## src/common/sdr_pkg.sv

```systemverilog
package sdr_pkg;
	localparam logic [2:0] ADDR_ROUTE = 3'h0;
	localparam logic [2:0] ADDR_CTL = 3'h1;
	localparam logic [2:0] ADDR_FLAG = 3'h3;
	localparam logic [2:0] ADDR_CNT_HI = 3'h4;
	localparam logic [2:0] ADDR_CNT_LO = 3'h5;
	localparam int B_UIE = 7;
	localparam int B_MODE = 6;
	localparam int B_RDL = 5;
	localparam int B_PRE = 4;
	localparam int B_FRC = 3;
	localparam int B_EN = 2;
	localparam int B_OIE = 0;
	localparam int B_ITG = 7;
	localparam int B_DRIVE_COIL_ENABLE = 6;
	localparam int B_POL = 4;
	localparam int B_UF = 7;
	localparam int B_OF = 0;
	localparam logic [7:0] CTL_MASK = 8'hf5;
	localparam logic [7:0] ROUTE_MASK = 8'hd3;
	localparam logic [7:0] CTL_RESET = 8'h00;
	localparam logic [15:0] CNT_PRESET = 16'hffff;
	localparam logic [15:0] CNT_ZERO = 16'h0000;
	localparam logic [8:0] DIV_FAST = 9'h03f;
	localparam logic [8:0] DIV_SLOW = 9'h1ff;
	localparam logic [1:0] CUR_ZERO = 2'h0;
	localparam logic [1:0] CUR_POS = 2'h1;
	localparam logic [1:0] CUR_NEG = 2'h3;
	typedef struct packed {
		logic [1:0] cos_cur;
		logic [1:0] sin_cur;
	} sdr_cur_t;
endpackage

```

## src/rtl/sdr_core.sv

```systemverilog
// The address-and-strobe port and the register addresses are this design's own decisions.
`timescale 1ns/1ns
`default_nettype none
module sdr_core (
	input wire logic clock,
	input wire logic reset,
	input wire logic [2:0] addr,
	input wire logic [7:0] wdata,
	input wire logic wr,
	input wire logic rd,
	input wire logic acc_overflow,
	output logic [7:0] rdata,
	output logic [8:1] switch_close,
	output sdr_pkg::sdr_cur_t coil_current,
	output logic converter_reset,
	output logic irq
);
	logic [7:0] route_r;
	logic [7:0] ctl_r;
	logic [15:0] cnt_r;
	logic [15:0] load_r;
	logic [8:0] pre_r;
	logic pre_sel_r;
	logic uf_r;
	logic of_r;
	logic [1:0] ov_sync_r;
	logic ov_prev_r;
	logic [7:0] rdata_nxt;
	logic [8:1] sw_nxt;
	sdr_pkg::sdr_cur_t cur_nxt;
	logic wr_route, wr_ctl, wr_flag, wr_hi, wr_lo, tick, at_zero;
	logic do_load;
	logic [15:0] new_load;
	logic [1:0] step;

	assign wr_route = wr && addr == sdr_pkg::ADDR_ROUTE;
	assign wr_ctl = wr && addr == sdr_pkg::ADDR_CTL;
	assign wr_flag = wr && addr == sdr_pkg::ADDR_FLAG;
	assign wr_hi = wr && addr == sdr_pkg::ADDR_CNT_HI;
	assign wr_lo = wr && addr == sdr_pkg::ADDR_CNT_LO;
	assign new_load = wr_hi ? {wdata, load_r[7:0]} : {load_r[15:8], wdata};
	assign step = route_r[1:0];

	// Force reload copies the load register into the counter.
	// It counts only when the same write leaves the counter enabled.
	assign do_load = wr_ctl && wdata[sdr_pkg::B_FRC] && wdata[sdr_pkg::B_EN];
	assign at_zero = cnt_r == sdr_pkg::CNT_ZERO;
	assign tick = pre_r == (pre_sel_r ? sdr_pkg::DIV_SLOW
		: sdr_pkg::DIV_FAST);

	always_ff @(posedge clock) begin
		if (reset) begin
			route_r <= 8'h00;
		end else if (wr_route) begin
			route_r <= wdata & sdr_pkg::ROUTE_MASK;
		end
	end

	// Bit 1 and the force bit are never stored.
	always_ff @(posedge clock) begin
		if (reset) begin
			ctl_r <= sdr_pkg::CTL_RESET;
		end else if (wr_ctl) begin
			ctl_r <= wdata & sdr_pkg::CTL_MASK;
		end
	end

	always_ff @(posedge clock) begin
		if (reset) begin
			load_r <= sdr_pkg::CNT_PRESET;
		end else if (wr_hi || wr_lo) begin
			load_r <= new_load;
		end
	end

	// The division rate is only taken up at a load.
	always_ff @(posedge clock) begin
		if (reset) begin
			pre_sel_r <= 1'b0;
		end else if (do_load || ((wr_hi || wr_lo)
			&& !ctl_r[sdr_pkg::B_MODE]) || (tick && at_zero
			&& ctl_r[sdr_pkg::B_MODE])) begin
			pre_sel_r <= do_load ? wdata[sdr_pkg::B_PRE]
				: ctl_r[sdr_pkg::B_PRE];
		end
	end

	always_ff @(posedge clock) begin
		if (reset || !ctl_r[sdr_pkg::B_EN] || tick) begin
			pre_r <= 9'h000;
		end else begin
			pre_r <= pre_r + 9'h001;
		end
	end

	always_ff @(posedge clock) begin
		if (reset) begin
			cnt_r <= sdr_pkg::CNT_PRESET;
		end else if (do_load) begin
			cnt_r <= load_r;
		end else if (!ctl_r[sdr_pkg::B_EN]) begin
			cnt_r <= sdr_pkg::CNT_PRESET;
		end else if ((wr_hi || wr_lo) && !ctl_r[sdr_pkg::B_MODE]) begin
			cnt_r <= new_load;
		end else if (tick) begin
			if (!at_zero) begin
				cnt_r <= cnt_r - 16'h0001;
			end else if (ctl_r[sdr_pkg::B_MODE]) begin
				cnt_r <= load_r;
			end
		end
	end

	// Set wins over a write-one clear.
	always_ff @(posedge clock) begin
		if (reset) begin
			uf_r <= 1'b0;
		end else if (ctl_r[sdr_pkg::B_EN] && tick
			&& cnt_r == 16'h0001) begin
			uf_r <= 1'b1;
		end else if (wr_flag && wdata[sdr_pkg::B_UF]) begin
			uf_r <= 1'b0;
		end
	end

	always_ff @(posedge clock) begin
		if (reset) begin
			ov_sync_r <= 2'b00;
			ov_prev_r <= 1'b0;
		end else begin
			ov_sync_r <= {ov_sync_r[0], acc_overflow};
			ov_prev_r <= ov_sync_r[1];
		end
	end

	always_ff @(posedge clock) begin
		if (reset) begin
			of_r <= 1'b0;
		end else if (ov_sync_r[1] && !ov_prev_r) begin
			of_r <= 1'b1;
		end else if (wr_flag && wdata[sdr_pkg::B_OF]) begin
			of_r <= 1'b0;
		end
	end

	always_ff @(posedge clock) begin
		if (reset) begin
			irq <= 1'b0;
		end else begin
			irq <= (uf_r && ctl_r[sdr_pkg::B_UIE])
				|| (of_r && ctl_r[sdr_pkg::B_OIE]);
		end
	end

	always_comb begin
		rdata_nxt = 8'h00;
		case (addr)
			sdr_pkg::ADDR_ROUTE: rdata_nxt = route_r;
			sdr_pkg::ADDR_CTL: rdata_nxt = ctl_r;
			sdr_pkg::ADDR_FLAG: rdata_nxt = {uf_r, 6'h00, of_r};
			sdr_pkg::ADDR_CNT_HI: rdata_nxt = ctl_r[sdr_pkg::B_RDL]
				? load_r[15:8] : cnt_r[15:8];
			sdr_pkg::ADDR_CNT_LO: rdata_nxt = ctl_r[sdr_pkg::B_RDL]
				? load_r[7:0] : cnt_r[7:0];
			default: rdata_nxt = 8'h00;
		endcase
	end

	always_ff @(posedge clock) begin
		if (reset) begin
			rdata <= 8'h00;
		end else if (rd) begin
			rdata <= rdata_nxt;
		end else begin
			rdata <= 8'h00;
		end
	end

	// Switch decode ignores drive coil enable.
	always_comb begin
		sw_nxt = 8'h00;
		if (route_r[sdr_pkg::B_ITG]) begin
			case ({step, route_r[sdr_pkg::B_POL]})
				3'h0: sw_nxt = 8'h90;
				3'h1: sw_nxt = 8'h60;
				3'h2: sw_nxt = 8'h06;
				3'h3: sw_nxt = 8'h09;
				3'h4: sw_nxt = 8'h60;
				3'h5: sw_nxt = 8'h90;
				3'h6: sw_nxt = 8'h09;
				3'h7: sw_nxt = 8'h06;
				default: sw_nxt = 8'h00;
			endcase
		end
	end

	always_comb begin
		cur_nxt = '{cos_cur: sdr_pkg::CUR_ZERO, sin_cur: sdr_pkg::CUR_ZERO};
		if (route_r[sdr_pkg::B_DRIVE_COIL_ENABLE]) begin
			case (step)
				2'h0: cur_nxt.cos_cur = sdr_pkg::CUR_POS;
				2'h1: cur_nxt.sin_cur = sdr_pkg::CUR_POS;
				2'h2: cur_nxt.cos_cur = sdr_pkg::CUR_NEG;
				default: cur_nxt.sin_cur = sdr_pkg::CUR_NEG;
			endcase
		end
	end

	always_ff @(posedge clock) begin
		if (reset) begin
			switch_close <= 8'h00;
			coil_current <= '0;
			converter_reset <= 1'b1;
		end else begin
			switch_close <= sw_nxt;
			coil_current <= cur_nxt;
			converter_reset <= !route_r[sdr_pkg::B_ITG];
		end
	end
endmodule
`default_nettype wire

```

## config.mk

```make
export PLATFORM = sky130hd
export DESIGN_NAME = sdr_core
export DESIGN_NICKNAME = d
export VERILOG_FILES = /design/src/common/sdr_pkg.sv /design/src/rtl/sdr_core.sv
export SDC_FILE = /design/constraint.sdc
export NUM_CORES = 1
export LEC_CHECK = 0
export ABC_AREA = 1
export BUFFER_PORTS_ARGS = -buffer_cell sky130_fd_sc_hd__buf_2
export CAP_MARGIN = 20
export CORE_UTILIZATION = 40
export CTS_BUF_LIST = sky130_fd_sc_hd__clkbuf_16
export CTS_CLUSTER_DIAMETER = 120
export DETAILED_ROUTE_END_ITERATION = 16
export SLEW_MARGIN = 10
export SYNTH_ARGS = -nofsm -noshare
export SYNTH_HDL_FRONTEND = slang
export SYNTH_SLANG_ARGS = --single-unit
```

## constraint.sdc

```tcl
create_clock -name clock -period 3.25 [get_ports clock]
set_input_delay 0.1625 -clock clock [delete_from_list [all_inputs] [get_ports clock]]
set_output_delay 0.1625 -clock clock [all_outputs]
set_load 0.01 [all_outputs]
```

==> flow_metrics.py, run 1 <==
metrics = {
    "outcome": {
        "run_status": "finished clean",
    },
    "synthesis": {
        "synthesis.nets": 751,
        "synth-edff-count": 0,
        "synth_largest_area_cell": "dfxtp_1",
        "synth_top_cells_by_area": "dfxtp_1 33%, nand2_1 19%, nand3_1 8.5%",
        "post_synth_top_area_share": 0.3309,
        "synth_seq_area_share": 0.3309,
        "synth.cell_area_um2": 4598,
        "synthesis.instances": 731,
        "syn-mean-instance-area_um2": 6.290,
        "synth_warnings": 0,
        "synth-seq-cells": 76,
        "synth_top_flop_cell": "dfxtp_1",
        "synthArstFlopShare": 0,
        "synth_cell_types": 39,
    },
    "final_layout": {
        "most_frequent_cells_in_the_layout": "234 x nand2_1, 89 x inv_1, 78 x nand3_1",
        "antenna_diodes": 0,
        "flow.area_growth_from_synthesis_pct": 10.29,
        "layout.cells.most_common": "nand2_1",
        "sequential_cell_area_um2": 1521,
        "multi_input_area_um2": 2525,
        "filler_cell_count": 1234,
        "proportion_of_layout_cells_with_a_drive_suffix_above_1": 0.1095,
        "finish.net_count": 773,
    },
    "setup_path": {
        "cp-start-kind": "flop",
        "cp-end-kind": "flop",
        "critPathKind": "flop to flop",
        "worst_path_most_repeated_cell": "nand2_1",
        "worstPathMaxFanout": 27,
        "worstPathCellList": "nor2_1 -> nand2_1 -> nor2_4 -> nand3_2 -> nand2_4 -> nand2_1 -> nand3_1 -> nand2_1",
        "timing.critical_path.slowest_stage_cell": "nor2_4",
        "cp_data_required_time_ns": 3.49,
        "crit_path_max_incr_delay_ns": 0.40,
        "worst-endpoint-arrival_ns": 2.31,
    },
    "grt": {
        "overflow_left_after_global_routing": 0,
        "grt_start_max_net_pins": 35,
        "grtUsageTotal": 0.2421,
        "grt_antenna_before_repair": 0,
        "grt_pass1_wl_um": 21900,
        "grt_pass1_vias": 4444,
    },
    "timing": {
        "layout_worst_path_cycle_share": 0.6392,
        "clock_skew_ns": 0.004377,
        "worst_pin_slew_ns": 0.8628,
        "final-setup-viol-count": 0,
        "max_freq_mhz": 481.3,
        "totalNegativeSetupSlack_ns": 0,
        "finalMaxSlewViolations": 0,
        "grt_setup_unrepaired": "false",
        "fin_crit_ns": 2.078,
        "report.final.hold_viol_count": 0,
        "postLayoutSetupSlackWorst_ns": 1.172,
        "timing.max_slew.rel_slack": 0.4204,
    },
    "drt": {
        "drc": 0,
        "dr.first_iter.drc_count": 235,
        "num_vias": 4676,
        "routed_wire_length_per_instance_um": 14.95,
        "viasPerCell": 5.207,
        "first_pass_iters": 5,
        "postRouteAntennaNets": 0,
        "detail_route.wirelength_um": 13430,
    },
    "floorplan": {
        "core_area_um2": 11030,
        "die_area_um2": 11930,
        "floorplan.io_pins": 38,
        "die_height_um": 109.2,
        "die_w_um": 109.2,
        "std_cell_rows": 38,
        "starting_density_of_the_core": 0.4169,
    },
    "placement": {
        "hpwl_um": 9970,
        "io_buffer_count": 37,
        "placement.setup.worst_slack_ns": 1.203,
        "finalWeightedCongestion": 0.8771,
    },
    "cts": {
        "worst_setup_hold_path_clk_slew_ns": 0.06,
        "post_cts_buffers": 0,
        "clock_path_buffers": 2,
        "tritoncts_num_sinks": 76,
        "clk_latency_worst_skew_pair_ns": 0.34,
        "clockRootBuffer": "clkbuf_16",
        "cts-htree-levels": 3,
        "ctsHoldBuffers": 0,
        "cts_resized": 0,
        "clock_tree_from_tritoncts": "built",
        "cts_made_buffers": 9,
    },
    "power_and_ir_drop": {
        "p_leak_nw": 2.477,
        "power-per-cell-area_nw_per_um2": 415.1,
        "peakVddDrop_mv": 0.2985,
    },
    "run": {
        "cap_violations": 0,
    },
    "hold_path": {
        "hold_path_class": "primary input to flop",
    },
}
==> per-stage QoR <==
stage                     total power [mW]  utilization  std cells  area, um^2  hold WS, ns
after global placement               1.173       0.4347        882        4795       0.3789
after global routing                 2.184       0.4597        898        5071      0.06568
after CTS                            2.119       0.4597        898        5071      0.03399
after detailed placement             1.175       0.4347        882        4795       0.3899
final                                2.105       0.4597        898        5071      0.03072
after floorplan                      1.119            -        731        4598       0.2622
==> flip-flops by register name (all words and copies together) (netlist names) <==
register / cells
ov_prev_r: 1
coil_current: 4
ctl_r: 6
pre_r: 9
route_r: 5
irq: 1
uf_r: 1
switch_close: 4
pre_sel_r: 1
ov_sync_r: 2
load_r: 16
of_r: 1
rdata: 8
converter_reset: 1
cnt_r: 16
==> cell usage after synthesis, types with 2 or more instances <==
cell and instances:
nand2_1 234, inv_1 89, nand3_1 78, dfxtp_1 76, nor2_1 74, o21ai_0 42, a21oi_1 30, clkbuf_1 11
buf_4 8, nand4_1 8, o211ai_1 8, nor2_4 7, buf_6 6, nor3_1 6, buf_2 5, xor2_1 5
ha_1 4, nor2_2 4, o21ai_1 4, a41oi_1 3, nand3_2 3, a211oi_1 2, a21oi_2 2, a22oi_1 2
clkinv_1 2, inv_2 2, nand2_2 2, nand3_4 2, xnor2_1 2
==> path summary, 6_finish.rpt <==
check | from | end | slack (ns) | cells after the start
min reg2reg | ov_sync_r[0] | ov_sync_r[1] | 0.40 | 2
max reg2reg | cnt_r[8] | cnt_r[4] | 1.17 | 8
min | acc_overflow | ov_sync_r[0] | 0.03 | 3
max | cnt_r[8] | cnt_r[4] | 1.17 | 8
==> cells by family (layout without fill, tap and decap cells) <==
family          after synthesis  in the layout  share of synthesized area
flops                        76             76                     0.3309
fa+ha+maj                     4              4                    0.01088
simple gates                425            425                     0.4093
buf+inv                     124            151                     0.1200
xor+xnor                      7              7                    0.01333
compound gates               95             95                     0.1156
==> final cells by class <==
| type | count | area share |
|---|---|---|
| multi-input cells | 531 | 0.4979 |
| flip-flops and latches | 76 | 0.3000 |
| inverters | 94 | 0.07057 |
| clock buffers | 9 | 0.04441 |
| repair buffers | 41 | 0.04244 |
| well taps | 140 | 0.03454 |
| clock inverters | 7 | 0.01012 |
==> critical path: cells and delay by family, from the launching register on <==
family / cells / cell delay, ns
and+or+nand+nor: 8 / 1.60
DFF: 1 / 0.38
==> report_power, final <==
group          leakage, nW  internal, mW  switching [mW]  total [mW]
registers            0.617         0.952          0.0178       0.970
clock network        0.133         0.520           0.427       0.947
logic                 1.73        0.0557           0.133       0.188
==> per-layer routing <==
metal	track usage	part of all wire	up-vias
met5	0	0	-
met4	0.1124	0.032	0
met3	0.05260	0.055	35
met2	0.3850	0.46	142
met1	0.3116	0.45	2135
li1	-	-	2364
Power figures use the tool's default switching activity.
==> run 2, diff against run 1 <==
--- a/config.mk
+++ b/config.mk
@@ -5,7 +5,7 @@
 export SDC_FILE = /design/constraint.sdc
 export NUM_CORES = 1
 export LEC_CHECK = 0
-export ABC_AREA = 1
+export ABC_AREA = 0
 export BUFFER_PORTS_ARGS = -buffer_cell sky130_fd_sc_hd__buf_2
 export CAP_MARGIN = 20
 export CORE_UTILIZATION = 40
==> constraint.sdc (replaced) <==
create_clock -name clock -period 1.8 [get_ports clock]
set_input_delay 0.09 -clock clock [delete_from_list [all_inputs] [get_ports clock]]
set_output_delay 0.09 -clock clock [all_outputs]
set_load 0.01 [all_outputs]
==> run 2 against run 1 <==
Against the previous run:
- the flow now finishes with violations (setup timing)
- hold slack lost 0.0074 ns
- clock power increased by 120%
- critical path depth down 1
- non-clock buffer count grew 86
- sequential share of layout area is 1.8 points lower
- synthesized cell count down 31%
- maximum frequency rose by 1.9%
- first-iteration DRC count rose by 51%
- highest routed layer unchanged
- sequential power rose by 79%
- utilization rose by 9.5 points
==> flow_metrics.py, run 2 <==
metrics = {
    "synthesis": {
        "synthesis.nets": 521,
        "synth_largest_area_cell": "dfxtp_1",
        "synth-seq-cells": 76,
        "synth.top_cells.by_count": "76 x dfxtp_1, 67 x nor2_1, 58 x nand2_1",
        "synth-edff-count": 0,
        "synth.most_common_cell": "dfxtp_1",
        "syn-mean-instance-area_um2": 8.074,
        "synth.cell_area_um2": 4045,
        "synth_warnings": 0,
        "synth_top_cells_by_area": "dfxtp_1 38%, nor2_1 6.2%, mux2i_1 5.9%",
        "synth_cell_types": 64,
        "post_synth_top_area_share": 0.3761,
        "synthArstFlopShare": 0,
        "synthesis.instances": 501,
        "synth_top_flop_cell": "dfxtp_1",
        "synth_seq_area_share": 0.3761,
    },
    "timing": {
        "grt_setup_unrepaired": "true",
        "worst_pin_slew_ns": 0.6795,
        "postLayoutSetupSlackWorst_ns": -0.2383,
        "fin_crit_ns": 2.038,
        "max_freq_mhz": 490.6,
        "report.final.hold_viol_count": 0,
        "totalNegativeSetupSlack_ns": -2.504,
        "finalMaxSlewViolations": 0,
        "timing.max_slew.rel_slack": 0.5453,
        "final-setup-viol-count": 17,
        "clock_skew_ns": 0.007960,
        "layout_worst_path_cycle_share": 1.132,
    },
    "placement": {
        "io_buffer_count": 37,
        "hpwl_um": 9869,
        "placement.setup.worst_slack_ns": -0.2114,
        "placed_cell_area_um2": 4941,
        "finalWeightedCongestion": 0.9709,
    },
    "cts": {
        "clock_tree_from_tritoncts": "built",
        "worst_setup_hold_path_clk_slew_ns": 0.06,
        "clk_latency_worst_skew_pair_ns": 0.33,
        "cts_made_buffers": 9,
        "clockRootBuffer": "clkbuf_16",
        "clock_path_buffers": 2,
        "tritoncts_num_sinks": 76,
        "cts-htree-levels": 3,
    },
    "setup_path": {
        "worst-endpoint-arrival_ns": 2.25,
        "worstPathMaxFanout": 6,
        "critPathKind": "flop to flop",
        "cp_data_required_time_ns": 2.01,
        "reg2reg_setup_slack_ns": -0.24,
        "cp-start-kind": "flop",
        "cp-end-kind": "flop",
    },
    "drt": {
        "detail_route.wirelength_um": 13090,
        "drc": 0,
        "viasPerCell": 5.603,
        "dr.first_iter.drc_count": 356,
        "first_pass_iters": 5,
        "postRouteAntennaNets": 0,
        "routed_wire_length_per_instance_um": 17.74,
        "num_vias": 4135,
    },
    "grt": {
        "grt_pass1_wl_um": 20460,
        "overflow_left_after_global_routing": 0,
        "grtUsageTotal": 0.2585,
        "grt_pass1_vias": 3859,
        "grt_antenna_before_repair": 0,
        "grt_start_max_net_pins": 28,
    },
    "final_layout": {
        "flow.area_growth_from_synthesis_pct": 34.06,
        "finish.net_count": 621,
        "antenna_diodes": 0,
        "finalCoreUtilization": 0.5548,
        "proportion_of_layout_cells_with_a_drive_suffix_above_1": 0.3124,
        "largest_registers": "cnt_r: 16 flops, load_r: 16 flops, pre_r: 9 flops",
        "stdcell_area_um2": 5423,
        "layout.cells.most_common": "buf_4",
        "most_frequent_cells_in_the_layout": "87 x buf_4, 70 x dfxtp_1, 65 x nor2_1",
    },
    "power_and_ir_drop": {
        "p_leak_nw": 2.186,
        "clock_power_share": 0.500,
        "peakVddDrop_mv": 0.4537,
        "power_frac_comb": 0.081,
        "p_int_mw": 3.208,
        "power.net_switching_mw": 0.9516,
        "power.switching_fraction": 0.2288,
        "power.sequential.fraction": 0.419,
        "power-per-cell-area_nw_per_um2": 767.0,
    },
    "floorplan": {
        "std_cell_rows": 36,
        "floorplan.io_pins": 38,
        "die_area_um2": 10520,
        "starting_density_of_the_core": 0.4139,
        "die_w_um": 102.6,
        "die_height_um": 102.6,
        "core_area_um2": 9774,
    },
    "run": {
        "cap_violations": 0,
    },
    "outcome": {
        "run_status": "finished with violations",
        "violations": "setup timing",
    },
    "hold_path": {
        "hold_path_class": "primary input to flop",
    },
}
-- run 2: per-stage QoR --
step | hold WS (ns) | std cells | power [mW]
after detailed placement | 0.3059 | 719 | 2.095
after global routing | 0.04150 | 738 | 4.293
final | 0.02331 | 738 | 4.159
after global placement | 0.2987 | 719 | 2.090
after CTS | 0.02347 | 736 | 4.167
after floorplan | 0.2109 | 501 | 1.944
-- run 2: worst paths after layout --
path,endpoint,cells past startpoint,startpoint
worst max-delay path,cnt_r[12],7,pre_sel_r
worst min-delay path,ctl_r[4],3,wdata[4]
worst max register to register,cnt_r[12],7,pre_sel_r
worst min register to register,ov_sync_r[1],1,ov_sync_r[0]
-- run 2: cell families after synthesis --
group | after synthesis | synth area share
compound gates | 107 | 0.1738
xor+xnor | 21 | 0.04547
fa+ha+maj | 4 | 0.01237
buf+inv | 48 | 0.05598
flops | 76 | 0.3761
mux | 26 | 0.06495
simple gates | 219 | 0.2713
-- run 2: cell type report --
class / instances / area [um^2]
clock buffers: 9 / 225.2
clock inverters: 6 / 112.6
fillers: 913 / 4352
inverters: 9 / 36.28
multi-input cells: 378 / 2471
flip-flops and latches: 76 / 1531
well taps: 133 / 166.4
repair buffers: 127 / 879.6
-- run 2: timing repair --
item                                    in CTS  in global routing
endpoints found under the setup margin      17                 27
pin swaps                                    5                 10
gates cloned                                 1                  0
gates resized for setup                      5                 25
hold buffers                                 1                  0
setup buffers                                1                  2
hold endpoints to repair                     1                  0
-- run 2: power groups by stage --
stage               Sequential (mW)  Clock, mW  Combinational (mW)
global route                   1.74       2.18               0.366
CTS                            1.74       2.10               0.325
detailed placement             1.78          0               0.319
floorplan                      1.77          0               0.172
finish                         1.74       2.08               0.339
global placement               1.78          0               0.315
-- run 2: critical path, cell delays in order, from the launching register on --
cell and delay (ns):
dfxtp_2 0.32, or4_4 0.54, a211oi_4 0.33, o21ai_4 0.14, and2_4 0.21, buf_4 0.15
a21oi_1 0.14, o21ai_1 0.09
-- run 2: routing by layer --
metal  vias to the layer above  track usage  wire (um)
li1                       1976            -          -
met1                      1932       0.3389       5682
met2                       195       0.4174       6054
met3                        32      0.03729        901
met4                         0       0.1242        452
met5                         -            0          0
==> run 3, diff against run 2 <==
--- a/config.mk
+++ b/config.mk
@@ -5,9 +5,8 @@
 export SDC_FILE = /design/constraint.sdc
 export NUM_CORES = 1
 export LEC_CHECK = 0
-export ABC_AREA = 0
+export ABC_AREA = 1
 export BUFFER_PORTS_ARGS = -buffer_cell sky130_fd_sc_hd__buf_2
-export CAP_MARGIN = 20
 export CORE_UTILIZATION = 40
 export CTS_BUF_LIST = sky130_fd_sc_hd__clkbuf_16
 export CTS_CLUSTER_DIAMETER = 120
==> run 3 against run 2 <==
Against the previous run:
- the flow now finishes without violations
- critical endpoint is now cnt_r[14]
- utilization is 6.8 points lower
- non-clock buffer count shrank 56
- die area up 13%
- highest routed layer unchanged
- register-to-register slack improved by 0.36 ns
==> flow_metrics.py, run 3 (synthesis results as in run 1) <==
metrics = {
    "outcome": {
        "run_status": "finished clean",
    },
    "grt": {
        "overflow_left_after_global_routing": 0,
        "grt_pass1_vias": 4511,
        "grt_start_max_net_pins": 35,
        "grt_antenna_before_repair": 0,
        "grt_pass1_wl_um": 22610,
        "grtUsageTotal": 0.2515,
    },
    "drt": {
        "postRouteAntennaNets": 0,
        "viasPerCell": 5.198,
        "first_pass_iters": 5,
        "drc": 0,
        "num_vias": 4829,
        "dr.first_iter.drc_count": 512,
        "routed_wire_length_per_instance_um": 15.26,
        "detail_route.wirelength_um": 14180,
    },
    "setup_path": {
        "critPathKind": "flop to flop",
        "critPathLaunch": "cnt_r[1]",
        "reg2regPathDepth": 10,
        "worst-endpoint-arrival_ns": 1.92,
        "cp_data_required_time_ns": 2.05,
        "path_buf_inv": 3,
        "timing.critical_path.slowest_stage_cell": "dfxtp_1",
        "worstPathMaxFanout": 12,
        "r2r_end": "cnt_r[14]",
        "regToRegStartpoint": "cnt_r[1]",
        "cp_top_family": "simple AND/OR/NAND/NOR gates",
        "worstSetupEndpoint": "cnt_r[14]",
        "crit_path_max_incr_delay_ns": 0.31,
        "reg2reg_setup_slack_ns": 0.13,
        "crit_cells": 10,
        "worstPathCellList": "inv_1 -> ha_2 -> inv_1 -> nor2_4 -> nand3_2 -> nand2_4 -> buf_4 -> a21oi_1 -> nand2_1 -> nand2_1",
        "cp-start-kind": "flop",
        "cp-end-kind": "flop",
    },
    "cts": {
        "clk_latency_worst_skew_pair_ns": 0.35,
        "cts_made_buffers": 9,
        "clock_path_buffers": 2,
        "tritoncts_num_sinks": 76,
        "clockRootBuffer": "clkbuf_16",
        "worst_setup_hold_path_clk_slew_ns": 0.06,
        "post_cts_buffers": 0,
        "cts-htree-levels": 3,
        "clock_tree_from_tritoncts": "built",
    },
    "timing": {
        "worst_pin_slew_ns": 0.8701,
        "grt_setup_unrepaired": "false",
        "layout_worst_path_cycle_share": 0.9298,
        "fin_crit_ns": 1.674,
        "final-setup-viol-count": 0,
        "timing.max_slew.rel_slack": 0.4193,
        "postLayoutSetupSlackWorst_ns": 0.1264,
        "finalMaxSlewViolations": 0,
        "clock_skew_ns": 0.006977,
        "report.final.hold_viol_count": 0,
        "max_freq_mhz": 597.5,
    },
    "floorplan": {
        "die_w_um": 109.2,
        "core_area_um2": 11030,
        "die_area_um2": 11930,
        "starting_density_of_the_core": 0.4169,
        "die_height_um": 109.2,
        "std_cell_rows": 38,
        "floorplan.io_pins": 38,
    },
    "placement": {
        "finalWeightedCongestion": 0.9203,
        "hpwl_um": 10530,
        "placement.setup.worst_slack_ns": -0.07709,
        "numPlacedInstances": 911,
        "io_buffer_count": 37,
    },
    "final_layout": {
        "proportion_of_layout_cells_with_a_drive_suffix_above_1": 0.1521,
        "finish.net_count": 804,
        "antenna_diodes": 0,
        "layout.cells.most_common": "nand2_1",
        "largest_registers": "cnt_r: 16 flops, load_r: 16 flops, pre_r: 9 flops",
        "layoutNonFillerInstCount": 929,
        "most_frequent_cells_in_the_layout": "232 x nand2_1, 89 x inv_1, 78 x nand3_1",
        "flow.area_growth_from_synthesis_pct": 16.68,
    },
    "power_and_ir_drop": {
        "peakVddDrop_mv": 0.7912,
        "p_leak_nw": 2.641,
        "power-per-cell-area_nw_per_um2": 753.5,
    },
    "hold_path": {
        "hold_path_class": "primary input to flop",
    },
    "run": {
        "cap_violations": 0,
    },
}
run 3: report_power, final:
| part | total (mW) | internal, mW | switching (mW) |
|---|---|---|---|
| Combinational | 0.367 | 0.118 | 0.248 |
| Clock | 1.93 | 1.10 | 0.827 |
| Sequential | 1.75 | 1.72 | 0.0324 |
run 3: timing repair:
| action | in CTS | in global routing |
|---|---|---|
| endpoints found under the setup margin | 0 | 25 |
| resized for setup | 0 | 6 |
| hold buffers | 1 | 0 |
| endpoints found under the hold margin | 1 | 0 |
run 3: how the worst min path moves through the flow:
stage	from	to	slack (ns)	depth (start not counted)
floorplan	reset	load_r[4]	0.19	2
global placement	acc_overflow	ov_sync_r[0]	0.30	3
detailed placement	acc_overflow	ov_sync_r[0]	0.31	3
CTS	wdata[5]	load_r[13]	0.04	3
global route	wdata[5]	ctl_r[5]	0.06	3
finish	wdata[6]	ctl_r[6]	0.04	3
run 3: per-stage QoR:
step	total power [mW]	util	hold WS [ns]	cell area (um^2)	TNS, ns
floorplan	2.021	-	0.1897	4598	0
global placement	2.137	0.4555	0.2957	5025	-0.002033
detailed placement	2.143	0.4555	0.3105	5025	-0.2893
CTS	4.052	0.4845	0.04158	5344	0
global route	4.188	0.4864	0.06294	5365	0
finish	4.043	0.4864	0.04377	5365	0
run 3: layout make-up:
type	count	area (um^2)
inverter	94	357.8
tap	140	175.2
multi-input combinational	532	2546
clock buffer	9	225.2
timing repair buffer	71	455.4
sequential	76	1521
clock inverter	7	83.83
fill	1165	5665
run 3: tightest hold or removal path, delay by kind of cell:
family	cells	cell delay [ns]
compound gates	1	0.06
buf+inv	2	0.20
run 3: layer usage:
layer / wire, um / track usage / up-vias
li1: - / - / 2437
met1: 6623 / 0.3358 / 2225
met2: 6393 / 0.3958 / 147
met3: 858 / 0.06097 / 20
met4: 299 / 0.08190 / 0
met5: 0 / 0 / -
